<file path="src/usbirq_pkg.sv">
// Package of offsets, field positions, reset values and timing for the USB interrupt block
package usbirq_pkg;

  // ----------------------------------------------------------------
  // Widths
  // ----------------------------------------------------------------
  localparam int EP_COUNT = 8;
  localparam int ADDR_W = 32;
  localparam int DATA_W = 32;
  localparam int EVENT_W = 14;
  localparam int IDLE_CNT_W = 20;

  // ----------------------------------------------------------------
  // Register byte addresses
  // ----------------------------------------------------------------
  localparam logic [ADDR_W-1:0] ADDR_IRQ_ENABLE_SET = 32'h4003_4010;
  localparam logic [ADDR_W-1:0] ADDR_IRQ_ENABLE_CLEAR = 32'h4003_4014;
  localparam logic [ADDR_W-1:0] ADDR_IRQ_MASK_VIEW = 32'h4003_4018;
  localparam logic [ADDR_W-1:0] ADDR_IRQ_PENDING_VIEW = 32'h4003_401c;
  localparam logic [ADDR_W-1:0] ADDR_IRQ_CLEAR = 32'h4003_4020;
  localparam logic [ADDR_W-1:0] ADDR_ENDPOINT_FIFO_RESET = 32'h4003_4028;

  // ----------------------------------------------------------------
  // Field positions in mask, pending and clear registers
  // ----------------------------------------------------------------
  localparam int SUSPEND_POS = 8;
  localparam int RESUME_POS = 9;
  localparam int EXT_RESUME_POS = 10;
  localparam int FRAME_START_POS = 11;
  localparam int BUS_RESET_DONE_POS = 12;
  localparam int WAKEUP_POS = 13;

  // ----------------------------------------------------------------
  // Field groups and reset values
  // ----------------------------------------------------------------
  localparam logic [EVENT_W-1:0] MASK_WRITABLE = 14'h2fff;
  localparam logic [EVENT_W-1:0] MASK_FORCED = 14'h1000;
  localparam logic [EVENT_W-1:0] MASK_RESET = 14'h0200;
  localparam logic [EVENT_W-1:0] CLEARABLE = 14'h3f00;
  localparam logic [EVENT_W-1:0] PENDING_RESET = 14'h0000;
  localparam logic [EP_COUNT-1:0] EP_RESET_RESET = 8'h00;
  localparam logic [DATA_W-1:0] READ_IDLE = 32'h0000_0000;

  // ----------------------------------------------------------------
  // Timing
  // ----------------------------------------------------------------
  localparam int CLK_MHZ = 250;
  localparam int SUSPEND_IDLE_MS = 3;
  localparam int SUSPEND_IDLE_CYCLES = SUSPEND_IDLE_MS * 1000 * CLK_MHZ;

  // ----------------------------------------------------------------
  // Bus link state
  // ----------------------------------------------------------------
  typedef enum logic {
    USBIRQ_LINK_ACTIVE,
    USBIRQ_LINK_SUSPENDED
  } usbirq_link_e;

endpackage

</file>
<file path="src/usbirq_ctrl.sv">
// Interrupt mask, pending status, clear and endpoint FIFO reset registers of the USB device port
`timescale 1ns/100ps
module usbirq_ctrl #(
  parameter int IDLE_CYCLES = usbirq_pkg::SUSPEND_IDLE_CYCLES
) (
  // Clock and reset
  input wire logic clk_sys_i,
  input wire logic reset_n_i,
  // Register port
  input wire logic [usbirq_pkg::ADDR_W-1:0] addr_i,
  input wire logic [usbirq_pkg::DATA_W-1:0] wr_data_i,
  input wire logic wr_en_i,
  input wire logic rd_en_i,
  output logic [usbirq_pkg::DATA_W-1:0] rd_data_o,
  // Endpoint flag sources from the endpoint control/status logic
  input wire logic [usbirq_pkg::EP_COUNT-1:0] setup_received_i,
  input wire logic [usbirq_pkg::EP_COUNT-1:0] rx_bank_a_full_i,
  input wire logic [usbirq_pkg::EP_COUNT-1:0] rx_bank_b_full_i,
  input wire logic [usbirq_pkg::EP_COUNT-1:0] tx_acknowledged_i,
  input wire logic [usbirq_pkg::EP_COUNT-1:0] stall_acknowledged_i,
  // Bus events from the serial engine, one-cycle pulses apart from bus_activity_i, which can be held as a level
  input wire logic bus_activity_i,
  input wire logic resume_signal_i,
  input wire logic external_resume_i,
  input wire logic sof_pid_i,
  input wire logic bus_reset_start_i,
  input wire logic bus_reset_end_i,
  // Endpoint FIFO side
  output logic [usbirq_pkg::EP_COUNT-1:0] endpoint_reset_bit_o,
  // Device state and interrupt
  output logic suspended_o,
  output logic irq_o
);
  import usbirq_pkg::*;

  // ----------------------------------------------------------------
  // Declarations
  // ----------------------------------------------------------------
  logic [EVENT_W-1:0] irq_mask;
  logic [EVENT_W-1:0] mask_view;
  logic [EP_COUNT-1:0] endpoint_event;
  logic [EP_COUNT-1:0] next_endpoint_event;
  logic [EVENT_W-1:EP_COUNT] bus_event;
  logic [EVENT_W-1:EP_COUNT] bus_event_set;
  logic [EVENT_W-1:EP_COUNT] bus_event_clr;
  logic [EVENT_W-1:0] pending_view;
  logic [EP_COUNT-1:0] endpoint_fifo_reset;
  logic [DATA_W-1:0] next_rd_data;
  logic suspend_event;
  logic wr_set;
  logic wr_disable;
  logic wr_clear;
  logic wr_ep_reset;

  // Full-address match, shared by the write and read decoders
  function automatic logic addr_hit(input logic [ADDR_W-1:0] a, input logic [ADDR_W-1:0] off);
    addr_hit = (a == off);
  endfunction

  // ----------------------------------------------------------------
  // Suspend detection
  // ----------------------------------------------------------------
  usbirq_idle_timer #(
    .IDLE_CYCLES(IDLE_CYCLES)
  ) u_idle_timer (
    .clk_sys_i(clk_sys_i),
    .reset_n_i(reset_n_i),
    .bus_activity_i(bus_activity_i),
    .suspend_start_o(suspend_event),
    .suspended_o(suspended_o)
  );

  // ----------------------------------------------------------------
  // Write decode
  // ----------------------------------------------------------------
  assign wr_set = wr_en_i && addr_hit(addr_i, ADDR_IRQ_ENABLE_SET);
  assign wr_disable = wr_en_i && addr_hit(addr_i, ADDR_IRQ_ENABLE_CLEAR);
  assign wr_clear = wr_en_i && addr_hit(addr_i, ADDR_IRQ_CLEAR);
  assign wr_ep_reset = wr_en_i && addr_hit(addr_i, ADDR_ENDPOINT_FIFO_RESET);

  // ----------------------------------------------------------------
  // Mask register
  // ----------------------------------------------------------------
  // Only reachable through set/disable writes; the view itself is read-only
  always_ff @(posedge clk_sys_i) begin
    if (!reset_n_i) begin
      irq_mask <= MASK_RESET;
    end else if (wr_set) begin
      irq_mask <= irq_mask | (wr_data_i[EVENT_W-1:0] & MASK_WRITABLE);
    end else if (wr_disable) begin
      irq_mask <= irq_mask & ~(wr_data_i[EVENT_W-1:0] & MASK_WRITABLE);
    end
  end

  // The forced position always reads as one, whatever is stored, so the bus-reset-done event always reaches the output
  assign mask_view = irq_mask | MASK_FORCED;

  // ----------------------------------------------------------------
  // Endpoint pending bits
  // ----------------------------------------------------------------
  // Level copies of the endpoint flags; they fall only when the flag is cleared at its source
  genvar ep;
  generate
    for (ep = 0; ep < EP_COUNT; ep++) begin : g_ep
      assign next_endpoint_event[ep] = setup_received_i[ep] | rx_bank_a_full_i[ep] | rx_bank_b_full_i[ep]
                                     | tx_acknowledged_i[ep] | stall_acknowledged_i[ep];
    end
  endgenerate

  always_ff @(posedge clk_sys_i) begin
    if (!reset_n_i) begin
      endpoint_event <= '0;
    end else begin
      endpoint_event <= next_endpoint_event;
    end
  end

  // ----------------------------------------------------------------
  // Bus event pending bits
  // ----------------------------------------------------------------
  // Set sources per position
  always_comb begin
    bus_event_set = '0;
    bus_event_set[SUSPEND_POS] = suspend_event;
    bus_event_set[RESUME_POS] = resume_signal_i;
    bus_event_set[EXT_RESUME_POS] = external_resume_i;
    bus_event_set[FRAME_START_POS] = sof_pid_i;
    bus_event_set[BUS_RESET_DONE_POS] = bus_reset_end_i;
    bus_event_set[WAKEUP_POS] = resume_signal_i | bus_reset_start_i;
  end

  // Endpoint positions are outside the clearable group, so ones there do nothing
  assign bus_event_clr = wr_clear ? (wr_data_i[EVENT_W-1:EP_COUNT] & CLEARABLE[EVENT_W-1:EP_COUNT])
                                  : '0;

  // A set in the same cycle as a clear wins, so no event is lost
  always_ff @(posedge clk_sys_i) begin
    if (!reset_n_i) begin
      bus_event <= PENDING_RESET[EVENT_W-1:EP_COUNT];
    end else begin
      bus_event <= (bus_event & ~bus_event_clr) | bus_event_set;
    end
  end

  assign pending_view = {bus_event, endpoint_event};

  // ----------------------------------------------------------------
  // Endpoint FIFO reset register
  // ----------------------------------------------------------------
  // Held for as long as software leaves the bit set; no self-clearing
  always_ff @(posedge clk_sys_i) begin
    if (!reset_n_i) begin
      endpoint_fifo_reset <= EP_RESET_RESET;
    end else if (wr_ep_reset) begin
      endpoint_fifo_reset <= wr_data_i[EP_COUNT-1:0];
    end
  end

  // Drives FIFO pointer, byte count and toggle clears only; control/status flags never see it
  assign endpoint_reset_bit_o = endpoint_fifo_reset;

  // ----------------------------------------------------------------
  // Read path
  // ----------------------------------------------------------------
  // Write-only and unmapped addresses read as zero
  always_comb begin
    next_rd_data = READ_IDLE;
    if (addr_hit(addr_i, ADDR_IRQ_MASK_VIEW)) begin
      next_rd_data[EVENT_W-1:0] = mask_view;
    end else if (addr_hit(addr_i, ADDR_IRQ_PENDING_VIEW)) begin
      next_rd_data[EVENT_W-1:0] = pending_view;
    end else if (addr_hit(addr_i, ADDR_ENDPOINT_FIFO_RESET)) begin
      next_rd_data[EP_COUNT-1:0] = endpoint_fifo_reset;
    end
  end

  // Data stand only in the cycle after the strobe
  always_ff @(posedge clk_sys_i) begin
    if (!reset_n_i || !rd_en_i) begin
      rd_data_o <= READ_IDLE;
    end else begin
      rd_data_o <= next_rd_data;
    end
  end

  // ----------------------------------------------------------------
  // Interrupt output
  // ----------------------------------------------------------------
  // Registered for a clean output; costs one cycle after the pending bit
  always_ff @(posedge clk_sys_i) begin
    if (!reset_n_i) begin
      irq_o <= 1'b0;
    end else begin
      irq_o <= |(pending_view & mask_view);
    end
  end
endmodule

</file>
<file path="src/usbirq_idle_timer.sv">
// Idle detector that raises a suspend event after a quiet bus period
`timescale 1ns/100ps
module usbirq_idle_timer #(
  parameter int IDLE_CYCLES = usbirq_pkg::SUSPEND_IDLE_CYCLES
) (
  // Clock and reset
  input wire logic clk_sys_i,
  input wire logic reset_n_i,
  // Bus side
  input wire logic bus_activity_i,
  // Results
  output logic suspend_start_o,
  output logic suspended_o
);
  import usbirq_pkg::*;

  localparam logic [IDLE_CNT_W-1:0] IDLE_LAST = IDLE_CNT_W'(IDLE_CYCLES - 1);

  usbirq_link_e link_state;
  usbirq_link_e next_link_state;
  logic [IDLE_CNT_W-1:0] idle_count;
  logic idle_done;

  // Terminal count reached while no traffic is seen
  assign idle_done = (idle_count == IDLE_LAST) && !bus_activity_i;

  // Quiet-time counter, restarted by any traffic
  always_ff @(posedge clk_sys_i) begin
    if (!reset_n_i || bus_activity_i || link_state == USBIRQ_LINK_SUSPENDED) begin
      idle_count <= '0;
    end else if (!idle_done) begin
      idle_count <= idle_count + IDLE_CNT_W'(1);
    end
  end

  // Link state: suspend on idle, wake on any traffic
  always_comb begin
    next_link_state = link_state;
    case (link_state)
      USBIRQ_LINK_ACTIVE: begin
        if (idle_done) begin
          next_link_state = USBIRQ_LINK_SUSPENDED;
        end
      end
      USBIRQ_LINK_SUSPENDED: begin
        if (bus_activity_i) begin
          next_link_state = USBIRQ_LINK_ACTIVE;
        end
      end
      default: next_link_state = USBIRQ_LINK_ACTIVE;
    endcase
  end

  always_ff @(posedge clk_sys_i) begin
    if (!reset_n_i) begin
      link_state <= USBIRQ_LINK_ACTIVE;
    end else begin
      link_state <= next_link_state;
    end
  end

  // Outputs registered so the parent sees clean levels
  always_ff @(posedge clk_sys_i) begin
    if (!reset_n_i) begin
      suspend_start_o <= 1'b0;
      suspended_o <= 1'b0;
    end else begin
      suspend_start_o <= (link_state == USBIRQ_LINK_ACTIVE) && idle_done;
      suspended_o <= (next_link_state == USBIRQ_LINK_SUSPENDED);
    end
  end

endmodule

</file>
<file path="config.mk">
export PLATFORM = sky130hd
export DESIGN_NAME = usbirq_ctrl
export DESIGN_NICKNAME = d
export VERILOG_FILES = /design/src/usbirq_pkg.sv /design/src/usbirq_ctrl.sv /design/src/usbirq_idle_timer.sv
export SDC_FILE = /design/constraint.sdc
export NUM_CORES = 1
export LEC_CHECK = 0
export ABC_CLOCK_PERIOD_IN_PS = 2020
export BUFFER_PORTS_ARGS = -buffer_cell sky130_fd_sc_hd__buf_4
export CAP_MARGIN = 30
export CORE_MARGIN = 8
export CORE_UTILIZATION = 40
export DETAILED_ROUTE_END_ITERATION = 16
export PLACE_DENSITY = 0.81
export SYNTH_ARGS = -nofsm -noshare
export SYNTH_HDL_FRONTEND = slang
export SYNTH_SLANG_ARGS = --single-unit
</file>
<file path="constraint.sdc">
create_clock -name clk_sys_i -period 2.02 [get_ports clk_sys_i]
set_clock_uncertainty 0.15 [all_clocks]
set_input_delay 0.404 -clock clk_sys_i [delete_from_list [all_inputs] [get_ports clk_sys_i]]
set_output_delay 0.404 -clock clk_sys_i [all_outputs]
set_load 0.005 [all_outputs]
</file>
==> reports/results.tsv <==
stage	metric	value	unit
floorplanning	Top Ports	156	
timing	Fmax	522	MHz
clock_network	CTS resizes	0	
flow_run	maxcap violations	0	
synthesis	Yosys warnings	0	
layout	ANT cells	0	
critical_path	critical-path cell list	ha_1 > nand3_1 > or4_1 > o21ai_0 > a21oi_1	
route	DR WL met2	4840	um
layout	post-layout util	0.555	
floorplanning	DIE AREA	11900	um2
layout	layout cells sized above 1	0.320	
route	via/cell ratio	5.19	
power_and_ir_drop	Max VDD drop	0.291	mV
grt	total track usage	0.158	
route	Final ANT Viol Nets	0	
grt	vias in the first global route	3244	
clock_network	clk root buf	clkbuf_8	
route	wire per inst	15.1	um
critical_path	Critical Path Slowest Stage Cell	or4_1	
timing	final period utilization	0.948	
synthesis	ranking of synthesized cells by area	dfxtp_1, mux2i_1, nor4_1, nand2_1, a21oi_1	
placement	DPL Wire Length	7670	um
route	metal3 WL	1080	um
clock_network	Num CTS Buffers	9	
floorplanning	core area	8550	um2
clock_network	Setup Buffers After CTS	0	
power_and_ir_drop	pwr dens	614	nW/um2
critical_path	delay-heaviest family, CP	simple AND/OR/NAND/NOR gates	
critical_path	crit-path max FO	5	
route	DR DRC count	0	
clock_network	clk sink count	72	
clock_network	hold buffer count at CTS	0	
layout	area of the multi-input gates	1750	um2
timing	Tmin final	1.92	ns
synthesis	cell accounting for the most synthesized area	dfxtp_1	
floorplanning	Die W	109	um
synthesis	Synth Instances	404	
synthesis	Post-synth top flop	dfxtp_1	
placement	placer congestion estimate	0.856	
run_status	status	finished clean	
critical_path	Worst path max stage delay	0.59	ns
grt	initial antenna violation count	0	
worst_hold_path	Worst Hold Class	in -> reg	
layout	# fillers	752	
synthesis	flops & latches, synth	72	
clock_network	worst skew pair latency	0.35	ns
route	1st-iter DRT viols	129	
timing	worst hold slack	0.0807	ns
clock_network	Worst-path clk slew	0.08	ns
grt	global route overflow	0	
placement	pre-CTS WS	-0.175	ns
synthesis	synthesized area per cell	8.55	um2
timing	setup TNS	0	ns
route	routed via count	3384	
floorplanning	Core Rows	34	
placement	# placed instances	636	
power_and_ir_drop	P_leak	1.98	nW
timing	Final Hold Viols	0	
placement	# port buffers	119	
layout	Sequential Area	1440	um2
layout	filler-free cell count of the finished design	652	
critical_path	CP Capture Type	register	
route	top routing layer used	met4	
critical_path	Critical Path RT	2.10	ns
grt	first-pass GRT wire length	15000	um
layout	Post-Layout Inst Area	4740	um2
synthesis	register area share after synthesis	0.417	
timing	final setup vio count	0	
layout	Layout area overhead	37.3	%
timing	RSZ-0062 raised after global routing	false	
clock_network	CTS tree	yes	
floorplanning	Die Y	109	um
layout	Final nets	654	
placement	Placed Area	4540	um2
synthesis	Async S/R FF share, synth	0	
critical_path	critical path type	reg -> reg	
grt	largest net degree at the start of global routing	50	
timing	Max Transition Viols Final	0	
power_and_ir_drop	Final Total Pwr	2.91	mW
synthesis	Mapped Area	3460	um2
clock_network	deepest clock path buffer count	2	
clock_network	H-tree Lvls	3	
timing	Final WS setup	0.105	ns
floorplanning	Initial Utilization	0.404	
synthesis	Post-synth EDFFs	0	
critical_path	CP bufs+invs	0	
critical_path	CP Data Arrival Time	2.00	ns
critical_path	crit start category	register	
synthesis	Yosys top cell area share	0.417	
route	wl on met1	3720	um
synthesis	number of unique standard cell types used by synthesis	49	
route	Pre-Repair DR Iteration Count	4	
route	final wirelength	9830	um
-- placed cells by master, fill, tap and decap left out, types with 2 or more instances in the layout --
| cell | netlist | routed |
|---|---|---|
| buf_4 | 18 | 142 |
| dfxtp_1 | 72 | 72 |
| nand2_1 | 39 | 39 |
| inv_1 | 34 | 34 |
| nor4_1 | 34 | 33 |
| a21oi_1 | 27 | 27 |
| mux2i_1 | 25 | 25 |
| nor2_1 | 24 | 24 |
| conb_1 | 1 | 18 |
| o21ai_0 | 12 | 12 |
| nand3_1 | 10 | 10 |
| clkbuf_8 | 0 | 10 |
| or4_1 | 9 | 9 |
| xnor2_1 | 9 | 9 |
| o21a_1 | 9 | 9 |
| a31oi_1 | 7 | 7 |
| nand2b_1 | 5 | 5 |
| nand4_1 | 5 | 5 |
| nor3_1 | 5 | 5 |
| or3_1 | 4 | 4 |
| a22oi_1 | 4 | 4 |
| clkinv_4 | 0 | 3 |
| nand4_2 | 2 | 2 |
| nor4b_1 | 2 | 2 |
| nor4_4 | 2 | 2 |
| and2_1 | 2 | 2 |
| nand3b_1 | 2 | 2 |
| nor3b_1 | 2 | 2 |
| a31o_2 | 2 | 2 |
-- cell usage after synthesis (2+ instances only) --
library cell	instances
dfxtp_1	72
nand2_1	39
inv_1	34
nor4_1	34
a21oi_1	27
mux2i_1	25
nor2_1	24
buf_4	18
clkbuf_1	16
o21ai_0	12
nand3_1	10
o21a_1	9
or4_1	9
xnor2_1	9
a31oi_1	7
nand2b_1	5
nand4_1	5
nor3_1	5
a22oi_1	4
or3_1	4
a31o_2	2
and2_1	2
nand3b_1	2
nand4_2	2
nor3b_1	2
nor4_4	2
nor4b_1	2
-- routing by layer --
layer	vias to the layer above	global-route usage
li1	1674	-
met1	1542	0.168
met2	152	0.276
met3	16	0.0561
met4	0	0.0665
met5	-	0
-- cells by family after synthesis --
family,count (synthesis),share of synthesized area
AOI/OAI and AO/OA,67,0.118
xor gates and xnor gates,9,0.0228
adders and majority gates,1,0.00362
buffers and inverters,70,0.0978
DFF,72,0.417
muxes,27,0.0800
other,1,0.00109
and+or+nand+nor,157,0.260
-- path summary, 6_finish.rpt --
| kind | start | endpoint | slack [ns] | cells past startpoint |
|---|---|---|---|---|
| worst max register to register | u_idle_timer.idle_count[0] | u_idle_timer.idle_count[18] | 0.10 | 5 |
| worst max-delay path | u_idle_timer.idle_count[0] | u_idle_timer.idle_count[18] | 0.10 | 5 |
| worst min-delay path | bus_activity_i | u_idle_timer.suspended_o | 0.08 | 2 |
| worst min register to register | u_idle_timer.suspend_start_o | bus_event[8] | 0.32 | 2 |
-- power breakdown --
part	leakage [nW]	total (mW)	switching, mW	internal, mW
sequential	0.585	1.45	0.0142	1.44
clock	0.102	1.16	0.557	0.608
combinational	1.30	0.296	0.127	0.169
total	1.98	2.91	0.698	2.22
-- cell type report --
cell class / count / area share
Multi-Input combinational cell: 279 / 0.368
Sequential cell: 72 / 0.304
Timing Repair Buffer: 143 / 0.229
Clock buffer: 10 / 0.0290
Tap cell: 108 / 0.0285
Inverter: 34 / 0.0269
Clock inverter: 6 / 0.0145
Power figures use the tool's default switching activity.
